[src/aali_pkg.sv]
// Package of constants for the antenna axis limit interlock
package aali_pkg;

  // ==========================================================================
  // Register map (word byte offsets)
  localparam logic [7:0] ADDR_MOTION = 8'h00;
  localparam logic [7:0] ADDR_CONFIG = 8'h04;
  localparam logic [7:0] ADDR_STATUS = 8'h08;
  localparam logic [7:0] ADDR_GPIO_OUT = 8'h0C;
  localparam logic [7:0] ADDR_GPIO_OE = 8'h10;
  localparam logic [7:0] ADDR_GPIO_IN = 8'h14;

  // ==========================================================================
  // Motion register fields
  localparam int AZ_CW_BIT = 0;
  localparam int AZ_CCW_BIT = 1;
  localparam int EL_UP_BIT = 2;
  localparam int EL_DN_BIT = 3;
  localparam int POL_CW_BIT = 4;
  localparam int POL_CCW_BIT = 5;
  localparam int AUTO_MOVE_BIT = 6;

  // Config register fields
  localparam int LOCK_SEL_BIT = 0;
  localparam int POL_HV_BIT = 1;

  // Status register fields
  localparam int ST_AZ_STOWED = 0;
  localparam int ST_EL_UP_LIM = 1;
  localparam int ST_EL_BELOW = 2;
  localparam int ST_EL_STOWED = 3;
  localparam int ST_LOCK_ONE = 4;
  localparam int ST_LOCK_TWO = 5;
  localparam int ST_PEAK_QUAL = 6;
  localparam int ST_AMP_INH = 7;

  // ==========================================================================
  // Reset values and widths
  localparam logic [31:0] MOTION_RST = 32'h0000_0000;
  localparam logic [31:0] CONFIG_RST = 32'h0000_0000;
  localparam int GPIO_W = 4;
  localparam logic [3:0] GPIO_RST = 4'h0;

  // Debounce time and derived cycle count at 125 MHz
  localparam int DEB_TIME_NS = 1000;
  localparam int CLK_PERIOD_NS = 8;
  localparam int DEB_CYCLES = (DEB_TIME_NS + CLK_PERIOD_NS - 1) / CLK_PERIOD_NS;

endpackage : aali_pkg

[src/aali_top.sv]
// Axis limit interlock, drive polarity and lock routing with Wishbone registers
//
// The placing of the registers and register access over Wishbone were left to the implementer.
`timescale 1ns/1ps
// Functional notes
// Closed azimuth stow contact means stowed; open or cut means not stowed.
// Without azimuth stowed, elevation cannot move below the down limit.
// Open or cut elevation up contact means at upper limit.
// At upper limit, upward elevation drive is suppressed.
// Open or cut elevation down contact means below lower limit.
// Below lower limit, azimuth drive is suppressed both ways.
// Open or cut elevation stow contact means elevation stowed.
// While stowed, downward elevation drive is suppressed.
// Stowed also forces the below-lower-limit indication.
// Azimuth clockwise drives positive terminal high; counter-clockwise the negative.
// Elevation up drives positive terminal high; down the negative.
// Polarization clockwise: low-voltage variant terminal two high, high-voltage terminal one.
// Clockwise azimuth must raise sensed azimuth position.
// Upward elevation must raise look angle and sensed elevation.
// Northern hemisphere polarization angle grows for satellites farther west.
// Lock input one pairs with strength channel one, two with two.
// Configuration picks which lock input qualifies the peaking scan.
// Four general-purpose digital input/output bits on the strength port.
// Amplifier inhibit active below lower limit or during large automatic move.
// Limit contacts are synchronised and debounced before interlock use.
module aali_top #(
  parameter int DEB_CNT = aali_pkg::DEB_CYCLES,
  parameter int GPIO_W = aali_pkg::GPIO_W
) (
  // Clock, enable and reset
  input wire logic clk_i,
  input wire logic ce_i,
  input wire logic rst_i,
  // Wishbone classic slave
  input wire logic wb_cyc_i,
  input wire logic wb_stb_i,
  input wire logic wb_we_i,
  input wire logic [7:0] wb_adr_i,
  input wire logic [3:0] wb_sel_i,
  input wire logic [31:0] wb_dat_i,
  output logic [31:0] wb_dat_o,
  output logic wb_ack_o,
  // Limit contacts (high = contact closed)
  input wire logic az_stow_closed_i,
  input wire logic el_up_closed_i,
  input wire logic el_dn_closed_i,
  input wire logic el_stow_closed_i,
  // Lock indicators and their strength channel tags
  input wire logic lock_one_i,
  input wire logic lock_two_i,
  output logic strength_chan_one_lock_o,
  output logic strength_chan_two_lock_o,
  output logic peak_qualify_o,
  // Motor terminals
  output logic az_pos_o,
  output logic az_neg_o,
  output logic el_pos_o,
  output logic el_neg_o,
  output logic pol_one_o,
  output logic pol_two_o,
  // Amplifier inhibit
  output logic amplifier_inhibit_o,
  // General purpose bits on the strength port
  input wire logic [GPIO_W-1:0] gpio_i,
  output logic [GPIO_W-1:0] gpio_o,
  output logic [GPIO_W-1:0] gpio_oe_o
);

  // ==========================================================================
  // Contact synchroniser and debounce
  localparam int NSW = 6;
  localparam int CW = $clog2(DEB_CNT + 1);
  logic [NSW-1:0] raw;
  logic [NSW-1:0] s1_q;
  logic [NSW-1:0] s2_q;
  logic [NSW-1:0] s3_q;
  logic [NSW-1:0] deb_q;
  logic [GPIO_W-1:0] g1_q;
  logic [GPIO_W-1:0] g2_q;
  logic [GPIO_W-1:0] g3_q;
  logic [GPIO_W-1:0] gin_q;

  assign raw = {lock_two_i, lock_one_i, el_stow_closed_i, el_dn_closed_i, el_up_closed_i, az_stow_closed_i};

  // Three-stage capture; only the second stage reads the first
  always_ff @(posedge clk_i) begin
    if (rst_i) begin
      s1_q <= '0;
      s2_q <= '0;
      s3_q <= '0;
      g1_q <= '0;
      g2_q <= '0;
      g3_q <= '0;
    end else if (ce_i) begin
      s1_q <= raw;
      s2_q <= s1_q;
      s3_q <= s2_q;
      g1_q <= gpio_i;
      g2_q <= g1_q;
      g3_q <= g2_q;
    end
  end

  // Input bits accepted once stages two and three agree
  always_ff @(posedge clk_i) begin
    if (rst_i) begin
      gin_q <= '0;
    end else if (ce_i) begin
      for (int k = 0; k < GPIO_W; k++) begin
        if (g2_q[k] == g3_q[k]) begin
          gin_q[k] <= g3_q[k];
        end
      end
    end
  end

  // Per-contact debounce; reset state is all contacts open, the safe reading
  generate
    for (genvar i = 0; i < NSW; i++) begin : g_deb
      logic [CW-1:0] cnt_q;
      always_ff @(posedge clk_i) begin
        if (rst_i) begin
          cnt_q <= '0;
          deb_q[i] <= 1'b0;
        end else if (ce_i) begin
          if (s2_q[i] != s3_q[i] || s3_q[i] == deb_q[i]) begin
            cnt_q <= '0;
          end else if (cnt_q == CW'(DEB_CNT - 1)) begin
            cnt_q <= '0;
            deb_q[i] <= s3_q[i];
          end else begin
            cnt_q <= cnt_q + CW'(1);
          end
        end
      end
    end
  endgenerate

  // ==========================================================================
  // Limit conditions, fail safe when a cable is cut
  logic az_stowed;
  logic el_up_lim;
  logic el_stowed;
  logic el_below;
  assign az_stowed = deb_q[0];
  assign el_up_lim = ~deb_q[1];
  assign el_stowed = ~deb_q[3];
  assign el_below = ~deb_q[2] | el_stowed;

  // ==========================================================================
  // Registers
  logic [31:0] motion_q;
  logic [31:0] config_q;
  logic [GPIO_W-1:0] gpio_out_q;
  logic [GPIO_W-1:0] gpio_oe_q;
  logic wb_req;
  logic wb_wr;
  assign wb_req = wb_cyc_i & wb_stb_i & ~wb_ack_o;
  assign wb_wr = wb_req & wb_we_i;

  // Byte-lane merge for a write
  function automatic logic [31:0] merge(input logic [31:0] old, input logic [31:0] nw, input logic [3:0] sel);
    logic [31:0] r;
    r = old;
    for (int b = 0; b < 4; b++) begin
      if (sel[b]) begin
        r[8*b +: 8] = nw[8*b +: 8];
      end
    end
    return r;
  endfunction : merge

  // One registered ack per request, a cycle after it, dropped the cycle after
  always_ff @(posedge clk_i) begin
    if (rst_i) begin
      wb_ack_o <= 1'b0;
    end else if (ce_i) begin
      wb_ack_o <= wb_req;
    end
  end

  // Motion command register
  always_ff @(posedge clk_i) begin
    if (rst_i) begin
      motion_q <= aali_pkg::MOTION_RST;
    end else if (ce_i && wb_wr && wb_adr_i == aali_pkg::ADDR_MOTION) begin
      motion_q <= merge(motion_q, wb_dat_i, wb_sel_i);
    end
  end

  // Configuration register
  always_ff @(posedge clk_i) begin
    if (rst_i) begin
      config_q <= aali_pkg::CONFIG_RST;
    end else if (ce_i && wb_wr && wb_adr_i == aali_pkg::ADDR_CONFIG) begin
      config_q <= merge(config_q, wb_dat_i, wb_sel_i);
    end
  end

  // Expansion bits, low byte lane only
  always_ff @(posedge clk_i) begin
    if (rst_i) begin
      gpio_out_q <= aali_pkg::GPIO_RST;
      gpio_oe_q <= aali_pkg::GPIO_RST;
    end else if (ce_i && wb_wr && wb_sel_i[0]) begin
      if (wb_adr_i == aali_pkg::ADDR_GPIO_OUT) begin
        gpio_out_q <= wb_dat_i[GPIO_W-1:0];
      end
      if (wb_adr_i == aali_pkg::ADDR_GPIO_OE) begin
        gpio_oe_q <= wb_dat_i[GPIO_W-1:0];
      end
    end
  end

  // ==========================================================================
  // Interlocked motion; opposite requests on one axis cancel for safety
  logic az_cw;
  logic az_ccw;
  logic el_up;
  logic el_dn;
  logic pol_cw;
  logic pol_ccw;
  logic az_ok;
  assign az_ok = ~el_below;
  assign az_cw = motion_q[aali_pkg::AZ_CW_BIT] & ~motion_q[aali_pkg::AZ_CCW_BIT] & az_ok;
  assign az_ccw = motion_q[aali_pkg::AZ_CCW_BIT] & ~motion_q[aali_pkg::AZ_CW_BIT] & az_ok;
  assign el_up = motion_q[aali_pkg::EL_UP_BIT] & ~motion_q[aali_pkg::EL_DN_BIT] & ~el_up_lim;
  // Down is blocked at stow, and below the down limit unless azimuth is stowed
  assign el_dn = motion_q[aali_pkg::EL_DN_BIT] & ~motion_q[aali_pkg::EL_UP_BIT] & ~el_stowed
                 & ~(el_below & ~az_stowed);
  assign pol_cw = motion_q[aali_pkg::POL_CW_BIT] & ~motion_q[aali_pkg::POL_CCW_BIT];
  assign pol_ccw = motion_q[aali_pkg::POL_CCW_BIT] & ~motion_q[aali_pkg::POL_CW_BIT];

  // Terminal drive, registered so that the pins never glitch
  always_ff @(posedge clk_i) begin
    if (rst_i) begin
      az_pos_o <= 1'b0;
      az_neg_o <= 1'b0;
      el_pos_o <= 1'b0;
      el_neg_o <= 1'b0;
      pol_one_o <= 1'b0;
      pol_two_o <= 1'b0;
    end else if (ce_i) begin
      az_pos_o <= az_cw;
      az_neg_o <= az_ccw;
      el_pos_o <= el_up;
      el_neg_o <= el_dn;
      // High-voltage variant swaps the polarization pair
      pol_one_o <= config_q[aali_pkg::POL_HV_BIT] ? pol_cw : pol_ccw;
      pol_two_o <= config_q[aali_pkg::POL_HV_BIT] ? pol_ccw : pol_cw;
    end
  end

  // Lock routing, inhibit and status outputs
  always_ff @(posedge clk_i) begin
    if (rst_i) begin
      strength_chan_one_lock_o <= 1'b0;
      strength_chan_two_lock_o <= 1'b0;
      peak_qualify_o <= 1'b0;
      amplifier_inhibit_o <= 1'b1;
    end else if (ce_i) begin
      strength_chan_one_lock_o <= deb_q[4];
      strength_chan_two_lock_o <= deb_q[5];
      peak_qualify_o <= config_q[aali_pkg::LOCK_SEL_BIT] ? deb_q[5] : deb_q[4];
      amplifier_inhibit_o <= el_below | motion_q[aali_pkg::AUTO_MOVE_BIT];
    end
  end

  assign gpio_o = gpio_out_q;
  assign gpio_oe_o = gpio_oe_q;

  // ==========================================================================
  // Read data; unmapped addresses read zero
  always_ff @(posedge clk_i) begin
    if (rst_i) begin
      wb_dat_o <= '0;
    end else if (ce_i && wb_req) begin
      case (wb_adr_i)
        aali_pkg::ADDR_MOTION: wb_dat_o <= motion_q;
        aali_pkg::ADDR_CONFIG: wb_dat_o <= config_q;
        aali_pkg::ADDR_STATUS: wb_dat_o <= {24'h00_0000, amplifier_inhibit_o, peak_qualify_o, deb_q[5], deb_q[4],
                                            el_stowed, el_below, el_up_lim, az_stowed};
        aali_pkg::ADDR_GPIO_OUT: wb_dat_o <= 32'(gpio_out_q);
        aali_pkg::ADDR_GPIO_OE: wb_dat_o <= 32'(gpio_oe_q);
        aali_pkg::ADDR_GPIO_IN: wb_dat_o <= 32'(gin_q);
        default: wb_dat_o <= '0;
      endcase
    end
  end
endmodule : aali_top

[config.mk]
export PLATFORM = sky130hd
export DESIGN_NAME = aali_top
export DESIGN_NICKNAME = d
export VERILOG_FILES = /design/src/aali_pkg.sv /design/src/aali_top.sv
export SDC_FILE = /design/constraint.sdc
export NUM_CORES = 1
export LEC_CHECK = 0
export BUFFER_PORTS_ARGS = -buffer_cell sky130_fd_sc_hd__buf_4
export CAP_MARGIN = 5
export CORE_ASPECT_RATIO = 0.5
export CORE_MARGIN = 3
export CORE_UTILIZATION = 46
export CTS_CLUSTER_SIZE = 20
export DETAILED_ROUTE_END_ITERATION = 8
export PLACE_DENSITY_LB_ADDON = 0.25
export SYNTH_ARGS = -nofsm -noshare
export SYNTH_HDL_FRONTEND = slang
export SYNTH_SLANG_ARGS = --single-unit
[constraint.sdc]
create_clock -name clk_i -period 4.08 [get_ports clk_i]
set_input_delay 0.204 -clock clk_i [delete_from_list [all_inputs] [get_ports clk_i]]
set_output_delay 0.204 -clock clk_i [all_outputs]
set_load 0.02 [all_outputs]
### Yosys cells after proc, flatten, opt, wreduce, memory -nomap -nowiden

Cells that the tools add are included.

| word-level totals | value |
|---|---|
| register bits after elaboration | 197 |
| latch bits | 0 |
| bits in writable memories | 0 |
| ROM bits | 0 |
| input port bits | 60 |
| output and inout bits | 51 |
| logic and storage cells | 161 |
| memories kept | 0 |

| cells by class | value |
|---|---|
| $add $sub $neg | 6 |
| multipliers | 0 |
| div/mod/pow operators | 0 |
| order comparisons | 0 |
| equal/unequal tests | 27 |
| shift-type cells | 0 |
| multiplexer cells | 16 |
| bitwise logic cells | 36 |
| reduce and logical (&&, ||, !) cells | 32 |

Operator list:

| kind | number |
|---|---|
| $pmux W32 S6 | 1 |
| $mux W7 | 12 |
| $add A7 B1 Y7 const B | 6 |
| $eq A7 B7 Y1 const B | 6 |
| $reduce_and A2 Y1 | 14 |
| $not A1 Y1 | 19 |
| $reduce_and A3 Y1 | 6 |
| $eq A8 B4 Y1 const B | 2 |
| $eq A8 B5 Y1 const B | 2 |
| $and A1 B1 Y1 | 15 |
| $eq A1 B1 Y1 | 10 |
| $eq A8 B3 Y1 const B | 1 |
| $logic_not A8 Y1 | 1 |
| $logic_or A1 B1 Y1 | 6 |
| $ne A1 B1 Y1 | 6 |
| $logic_and A1 B1 Y1 | 5 |
| $mux W1 | 3 |
| $or A1 B1 Y1 | 2 |

### Depth between registers and ports, before layout

Gate-level depths: netlist of run 1.

| logic depth | value |
|---|---|
| word-level depth | 6 |
| mapped depth | 7 |

### Worst setup path after synthesis of run 1

No wires, ideal clock.

| path | value |
|---|---|
| kind | input-to-reg |
| start point | in wb_adr_i[2] |
| end point | reg motion_q[0] |
| setup time | 0.128 ns |
| arrival | 1.710 ns |
| data required time | 3.952 ns |
| slack | 2.243 ns |
| stages | 5 |
| buffers on the path | 1 |
| path through | buf_2 -> nor4b_1 -> nand4_2 -> mux2i_1 -> nor2_1 |

| on the way | value |
|---|---|
| longest elaborated chain between the ends | 3 |

RTL lines:

| item | line | text |
|---|---|---|
| from (decl) | aali_top.sv:38 | `input wire logic [7:0] wb_adr_i,` |
| $logic_not A8 Y1 | aali_top.sv:186 | `end else if (ce_i && wb_wr && wb_adr_i == aali_pkg::ADDR_MOTION) begin` |
| $logic_and A1 B1 Y1 | aali_top.sv:186 |  |
| $reduce_and A2 Y1 (no line) | -- |  |
| to (signal assigned) | aali_top.sv:185 | `motion_q <= aali_pkg::MOTION_RST;` |
| to (signal assigned) | aali_top.sv:187 | `motion_q <= merge(motion_q, wb_dat_i, wb_sel_i);` |
| to (decl) | aali_top.sv:152 | `logic [31:0] motion_q;` |

Every way passes these cells.
A chain may end at the register's enable or synchronous reset.

### Worst setup path in the final report of run 1

| path | value |
|---|---|
| start point | reg g_deb[3].cnt_q[0] |
| end point | reg g_deb[3].cnt_q[6] |

| on the way | value |
|---|---|
| longest elaborated chain between the ends | 3 |
| elaborated cells between the ends (all ways) | 4 |

RTL lines:

| item | line | text |
|---|---|---|
| from (decl) | aali_top.sv:120 | `logic [CW-1:0] cnt_q;` |
| from (signal assigned) | aali_top.sv:132 | `cnt_q <= cnt_q + CW'(1);` |
| $add A7 B1 Y7 or $eq A7 B7 Y1 (tied branches) | aali_top.sv:132, aali_top.sv:128 |  |
| $mux W7 (*) | aali_top.sv:128 | `end else if (cnt_q == CW'(DEB_CNT - 1)) begin` |
| $mux W7 (*) | aali_top.sv:126 | `if (s2_q[i] != s3_q[i] \|\| s3_q[i] == deb_q[i]) begin` |

Every way passes the cells marked *; elsewhere a longest branch is shown, timed or not.

==> results.sh, run 1 <==
export IMPL_cp_data_required_time_ns=4.39
export IMPL_core_area_um2=17800
export IMPL_drv_slew=0
export IMPL_drc=0
export IMPL_finalHoldViolations=0
export IMPL_min_delay_path_depth=3
export IMPL_ys_seq_area_frac=0.461
export IMPL_outcome="finished, final reports clean"
export IMPL_gp_routability_congestion=0.791
export IMPL_pwr_share_seq=0.518
export IMPL_cp_start_kind="flip-flop"
export IMPL_areaGrowthSynthToFinish_pct=18.1
export IMPL_final_nets=1068
export IMPL_postSynthAreaPerCell_um2=9.42
export IMPL_port_buffers=110
export IMPL_dr_pass1_iters=4
export IMPL_cp_end_kind="flip-flop"
export IMPL_synth_edf_count=0
export IMPL_max_cap_violations=0
export IMPL_numCtsBuffers=17
export IMPL_vdd_drop_max_uv=252
export IMPL_grt_usage=0.194
export IMPL_fin_crit_sh=0.547
export IMPL_synth_async_reset_ratio=0
export IMPL_slew_headroom=0.211
export IMPL_tritoncts="done"
export IMPL_grt_pass1_wl_mm=32.0
export IMPL_ios=111
export IMPL_n_fill_cell=1589
export IMPL_tns_ns=0
export IMPL_path_cells="inv_1 -> ha_1 -> and4_1 -> a22oi_1 -> nand2_1 -> o311ai_0"
export IMPL_power_density_nw_per_um2=371
export IMPL_post_dp_hpwl_mm=13.2
export IMPL_ys_warn_count=0
export IMPL_design_area_um2=10100
export IMPL_crit_type="flip-flop to flip-flop"
export IMPL_rsz0062_at_grt="false"
export IMPL_setup_viol=0
export IMPL_via_per_inst=5.45
export IMPL_die_h_um=102
export IMPL_drtIter0Drc=328
export IMPL_wl_mm=19.3
export IMPL_crit_arrival_ns=2.54
export IMPL_cts_root_buf="clkbuf_16"
export IMPL_fin_crit_ns=2.23
export IMPL_syn_area_um2=8560
export IMPL_place_ws_ns=1.44
export IMPL_grt_pass1_vias=6444
export IMPL_rr_worst_depth=6
export IMPL_antenna_found_initial=0
export IMPL_fin_ws_ns=1.85
export IMPL_leakage_nw=4.21
export IMPL_dieArea_um2=20400
export IMPL_pwr_share_comb=0.053
export IMPL_h_tree_depth=4
export IMPL_holdCritPathClass="primary input to flip-flop"
export IMPL_crit_family="compound AO/OA/AOI/OAI gates"
export IMPL_synthesis_instances=909
export IMPL_swShare=0.237
export IMPL_p_sw_w=0.000889
export IMPL_synth_nets=981
export IMPL_worst_slew_pin_slew_ns=1.18
export IMPL_antennaDiodeCount=0
export IMPL_clock_path_buffers=2
export IMPL_start_util=0.482
export IMPL_cts_repair_resized=0
export IMPL_clk_insertion_delay_late_ns=0.43
export IMPL_worst_path_stages=6
export IMPL_crit_fanout=8
export IMPL_crit_slowest_cell="a22oi_1"
export IMPL_cts_reportedPaths_clkPinSlew_ns=0.07
export IMPL_cpPeakStageDelay_ns=0.58
export IMPL_clock_power_share=0.428
export IMPL_rows=34
export IMPL_internal_power_w=0.00286
export IMPL_grt_max_degree=57
export IMPL_antenna_left=0
export IMPL_overflow=0
export IMPL_placed_area_um2=9520
export IMPL_synthFlopType="dfxtp_1"
export IMPL_drive_gt1_frac=0.172
export IMPL_finClkSkew_ns=0.0120
export IMPL_numClockSinks=197
export IMPL_synth_cell_types=53
export IMPL_path_buf_inv=1
export IMPL_vias=6772
export IMPL_die_w_um=199
export IMPL_fmax_mhz=448
export IMPL_ys_ff_latch=197
export IMPL_post_drt_wl_per_cell_um=15.5
-- flip-flops by register name, indices dropped and copies added (netlist names), 4 cells and up --
| signal | count |
|---|---|
| config_q | 32 |
| deb_q | 5 |
| g1_q | 4 |
| g2_q | 4 |
| g3_q | 4 |
| g_deb.cnt_q | 42 |
| gin_q | 4 |
| gpio_o | 4 |
| gpio_oe_o | 4 |
| motion_q | 32 |
| s1_q | 6 |
| s2_q | 6 |
| s3_q | 6 |
| wb_dat_o | 32 |
-- per-layer routing --
metal / GRT usage / wire (um) / vias to the layer above
li1: - / - / 3410
met4: 0.0491 / 231 / 0
met2: 0.335 / 9150 / 110
met1: 0.255 / 9150 / 3231
met3: 0.0349 / 771 / 21
met5: 0 / 0 / -
-- final cells by class --
type	count	area, um^2	area share
clock buffer	22	474	0.0469
clock inverter	10	85.1	0.00841
inverter	28	105	0.0104
multi-input combinational	632	4310	0.426
sequential	197	3940	0.390
tap	234	293	0.0289
timing repair buffer	120	911	0.0900
-- power by group through the flow --
stage          sequential [W]  clock (W)  combinational [W]
3_3_place_gp          0.00199          0           0.000193
5_1_grt               0.00195    0.00171           0.000217
6_report              0.00194    0.00161           0.000200
4_1_cts               0.00194    0.00165           0.000201
3_5_place_dp          0.00199          0           0.000197
2_1_floorplan         0.00199          0           0.000114
-- cell usage after synthesis, drive strengths merged, types with 2 or more instances --
cell type | n | area [um^2]
dfxtp | 197 | 3940
mux2i | 141 | 1410
nor2 | 119 | 447
nand2 | 85 | 319
o21ai | 47 | 235
clkbuf | 37 | 139
nand3 | 36 | 180
nand4 | 30 | 213
inv | 28 | 105
a21oi | 25 | 125
buf | 15 | 72.6
a31oi | 14 | 87.6
ha | 12 | 150
nand3b | 10 | 75.1
o311ai | 10 | 87.6
a22oi | 9 | 67.6
and2 | 7 | 43.8
or3b | 7 | 61.3
xor2 | 7 | 61.3
nor4 | 6 | 113
o22ai | 6 | 37.5
a32oi | 5 | 43.8
a41o | 5 | 50.1
and4 | 5 | 43.8
nor2b | 5 | 31.3
a21o | 4 | 30.0
mux4 | 4 | 93.8
nor3b | 4 | 30.0
o2bb2ai | 4 | 35.0
mux2 | 3 | 33.8
nor4b | 3 | 26.3
a211oi | 2 | 15.0
and3b | 2 | 17.5
nand2b | 2 | 12.5
nand4b | 2 | 32.5
or3 | 2 | 12.5
-- logic make-up after synthesis --
logic type,Yosys count,synth area share
AOI/OAI and AO/OA,133,0.0970
xor gates and xnor gates,7,0.00716
adders and majority gates,12,0.0175
buffers and inverters,80,0.0370
DFF,197,0.461
muxes,148,0.180
and+or+nand+nor,332,0.201
-- final timing paths --
path / slack, ns / startpoint / end
min reg2reg: 0.45 / wb_dat_o[18] / wb_dat_o[18]
max: 1.85 / g_deb[3].cnt_q[0] / g_deb[3].cnt_q[6]
min: 0.01 / el_up_closed_i / s1_q[1]
max reg2reg: 1.85 / g_deb[3].cnt_q[0] / g_deb[3].cnt_q[6]
-- tightest hold or removal path, cell delays in order --
cell,delay [ns]
buf_4,0.08
mux2i_1,0.05
nor2_1,0.07
-- cell usage in the layout, fill, tap and decap left out, types with 4 or more instances in the layout --
cell           count
a32oi_1            5
nor2_1           118
inv_6              6
a21oi_1           25
a21o_1             4
buf_4            116
mux2i_1          141
a22oi_1            9
inv_1             28
and4_1             5
nand4_1           26
nor4_4             5
dfxtp_1          197
a31oi_1           14
or3b_2             7
nand4_2            4
a41o_1             5
o2bb2ai_1          4
xor2_1             7
nor3b_1            4
nand2_1           85
o21ai_1            5
o21ai_0           42
o311ai_0          10
and2_1             6
o22ai_1            6
dlygate4sd3_1      4
nand3_1           36
nor2b_1            5
ha_1              12
nand3b_1          10
clkbuf_16         17
-- per-stage QoR --
step	utilization	hold WS (ns)	power [W]	instances
after CTS	0.569	0.00357	0.00379	1243
after detailed placement	0.535	0.444	0.00219	1207
after floorplan	-	0.348	0.00210	909
after global placement	0.535	0.437	0.00218	1207
after global routing	0.569	0.00770	0.00388	1243
final	0.569	0.0122	0.00375	1243
-- repair_timing --
item                      CTS  global route
setup buffers               0             0
hold buffers                4             0
hold endpoints to repair    4             0
Note: power is estimated with default switching activity, not from simulation.
==> inputs of run 2 (changes only) <==
==> constraint.sdc (replaced) <==
create_clock -name clk_i -period 2.21 [get_ports clk_i]
set_input_delay 0.1105 -clock clk_i [delete_from_list [all_inputs] [get_ports clk_i]]
set_output_delay 0.1105 -clock clk_i [all_outputs]
set_load 0.02 [all_outputs]
==> run 2 against run 1 <==
  * Clock-buffer cell count fell by 2
  * Setup slack got worse by 1.6 ns
  * Combinational power rose by 120%
  * Critical path type is now primary input to flip-flop
  * Largest power group unchanged
==> results.sh, run 2 (synthesis gave the netlist of run 1 again) <==
export IMPL_setup_viol=0
export IMPL_post_dp_hpwl_mm=13.7
export IMPL_vdd_drop_max_uv=567
export IMPL_rows=34
export IMPL_grt_max_degree=93
export IMPL_via_per_inst=5.41
export IMPL_numClockSinks=197
export IMPL_cp_end_kind="flip-flop"
export IMPL_numCtsBuffers=17
export IMPL_cp_data_required_time_ns=2.50
export IMPL_rr_worst_depth=4
export IMPL_areaGrowthSynthToFinish_pct=24.6
export IMPL_grt_usage=0.201
export IMPL_fmax_mhz=518
export IMPL_port_buffers=110
export IMPL_die_h_um=102
export IMPL_cts_reportedPaths_clkPinSlew_ns=0.08
export IMPL_worst_slew_pin_slew_ns=0.937
export IMPL_drtIter0Drc=364
export IMPL_vias=7041
export IMPL_crit_arrival_ns=2.22
export IMPL_final_common_cell="dfxtp_1"
export IMPL_finClkSkew_ns=0.00979
export IMPL_tritoncts="done"
export IMPL_top_register="g_deb.cnt_q"
export IMPL_final_nets=1127
export IMPL_rsz0062_at_grt="false"
export IMPL_whs_ns=0.0280
export IMPL_drive_gt1_frac=0.183
export IMPL_ios=111
export IMPL_cts_root_buf="clkbuf_16"
export IMPL_clk_insertion_delay_late_ns=0.43
export IMPL_cpPeakStageDelay_ns=0.64
export IMPL_tns_ns=0
export IMPL_die_w_um=199
export IMPL_path_cells="dlygate4sd3_1 -> buf_4 -> or4b_2 -> nor4_4 -> mux2i_1 -> nor2_1"
export IMPL_gp_routability_congestion=0.813
export IMPL_clock_path_buffers=2
export IMPL_n_fill_cell=1537
export IMPL_leakage_nw=4.49
export IMPL_antenna_found_initial=0
export IMPL_largest_register_ffs=42
export IMPL_crit_slowest_cell="or4b_2"
export IMPL_mostFrequentLayoutCells="197 x dfxtp_1, 141 x mux2i_1, 136 x buf_4"
export IMPL_crit_fanout=15
export IMPL_wl_mm=20.2
export IMPL_drv_slew=0
export IMPL_drc=0
export IMPL_slew_headroom=0.375
export IMPL_antennaDiodeCount=0
export IMPL_power_density_nw_per_um2=663
export IMPL_r2r_slack_ns=0.40
export IMPL_dr_pass1_iters=5
export IMPL_holdCritPathClass="primary input to flip-flop"
export IMPL_crit_family="simple AND/OR/NAND/NOR gates"
export IMPL_min_delay_path_depth=2
export IMPL_post_drt_wl_per_cell_um=15.5
export IMPL_cts_repair_resized=0
export IMPL_overflow=0
export IMPL_hold_start="ce_i"
export IMPL_outcome="finished, final reports clean"
export IMPL_whs_endpoint="pol_one_o"
export IMPL_fin_crit_ns=1.93
export IMPL_antenna_left=0
export IMPL_timing_rr_end="g_deb[5].cnt_q[6]"
export IMPL_start_util=0.482
export IMPL_finalHoldViolations=0
export IMPL_path_buf_inv=2
export IMPL_core_area_um2=17800
export IMPL_grt_pass1_wl_mm=33.2
export IMPL_dieArea_um2=20400
export IMPL_timing_rr_start="deb_q[5]"
export IMPL_h_tree_depth=4
export IMPL_grt_pass1_vias=6725
export IMPL_max_cap_violations=0
export IMPL_crit_type="primary input to flip-flop"
export IMPL_cp_start_kind="primary input"
export IMPL_fin_crit_sh=0.873
run 2: changes by cell type in the layout (fill, tap and decap cells not counted):
cell | previous run | this run
dlygate4sd3_1 | 4 | 43
inv_6 | 6 | 4
clkbuf_1 | 2 | 0
buf_4 | 116 | 136
inv_8 | 0 | 5
clkinv_4 | 2 | 0
run 2: power by group:
group	leakage [nW]	total (W)	switching, W	internal, W
Clock	0.280	0.00305	0.00147	0.00158
Combinational	2.62	0.000433	0.000230	0.000203
Sequential	1.59	0.00359	0.0000186	0.00357
Total	4.49	0.00707	0.00172	0.00535
run 2: area by class of cell:
cell class,count,area (um^2),share of cell area
clock buffer,20,467,0.0437
multi-input combinational,632,4310,0.403
timing repair buffer,179,1450,0.136
inverter,28,105,0.00985
tap,234,293,0.0274
sequential,197,3940,0.370
clock inverter,11,106,0.00997
run 2: metal layers:
layer | up-vias | track usage | routed length (um)
met5 | - | 0 | 0
met4 | 0 | 0.0518 | 166
met3 | 15 | 0.0316 | 550
met2 | 105 | 0.357 | 9800
met1 | 3387 | 0.260 | 9650
li1 | 3534 | - | -
run 2: worst max-delay path by stage:
stage                            startpoint  slack, ns                 to  cells after the start
after floorplan           g_deb[1].cnt_q[0]       0.44  g_deb[1].cnt_q[5]                      6
after global placement          wb_adr_i[3]       0.38       gpio_oe_o[3]                      5
after detailed placement        wb_adr_i[5]       0.36       config_q[19]                      6
after CTS                       wb_adr_i[4]       0.30       gpio_oe_o[3]                      6
after global routing            wb_adr_i[4]       0.17       gpio_oe_o[1]                      6
final                           wb_adr_i[4]       0.28       gpio_oe_o[3]                      6
run 2: metrics by stage:
step                cells  setup slack, ns  area [um^2]  utilization  total power, W
finish               1301            0.280        10700        0.600         0.00707
global route         1301            0.175        10700        0.600         0.00730
CTS                  1301            0.296        10700        0.600         0.00715
detailed placement   1227            0.363         9670        0.544         0.00404
global placement     1227            0.385         9670        0.544         0.00404
floorplan             909            0.436         8560            -         0.00388
run 2: timing repair:
item / in CTS / in global routing
endpoints found under the hold margin: 85 / 0
setup buffers: 0 / 0
hold buffers: 43 / 0
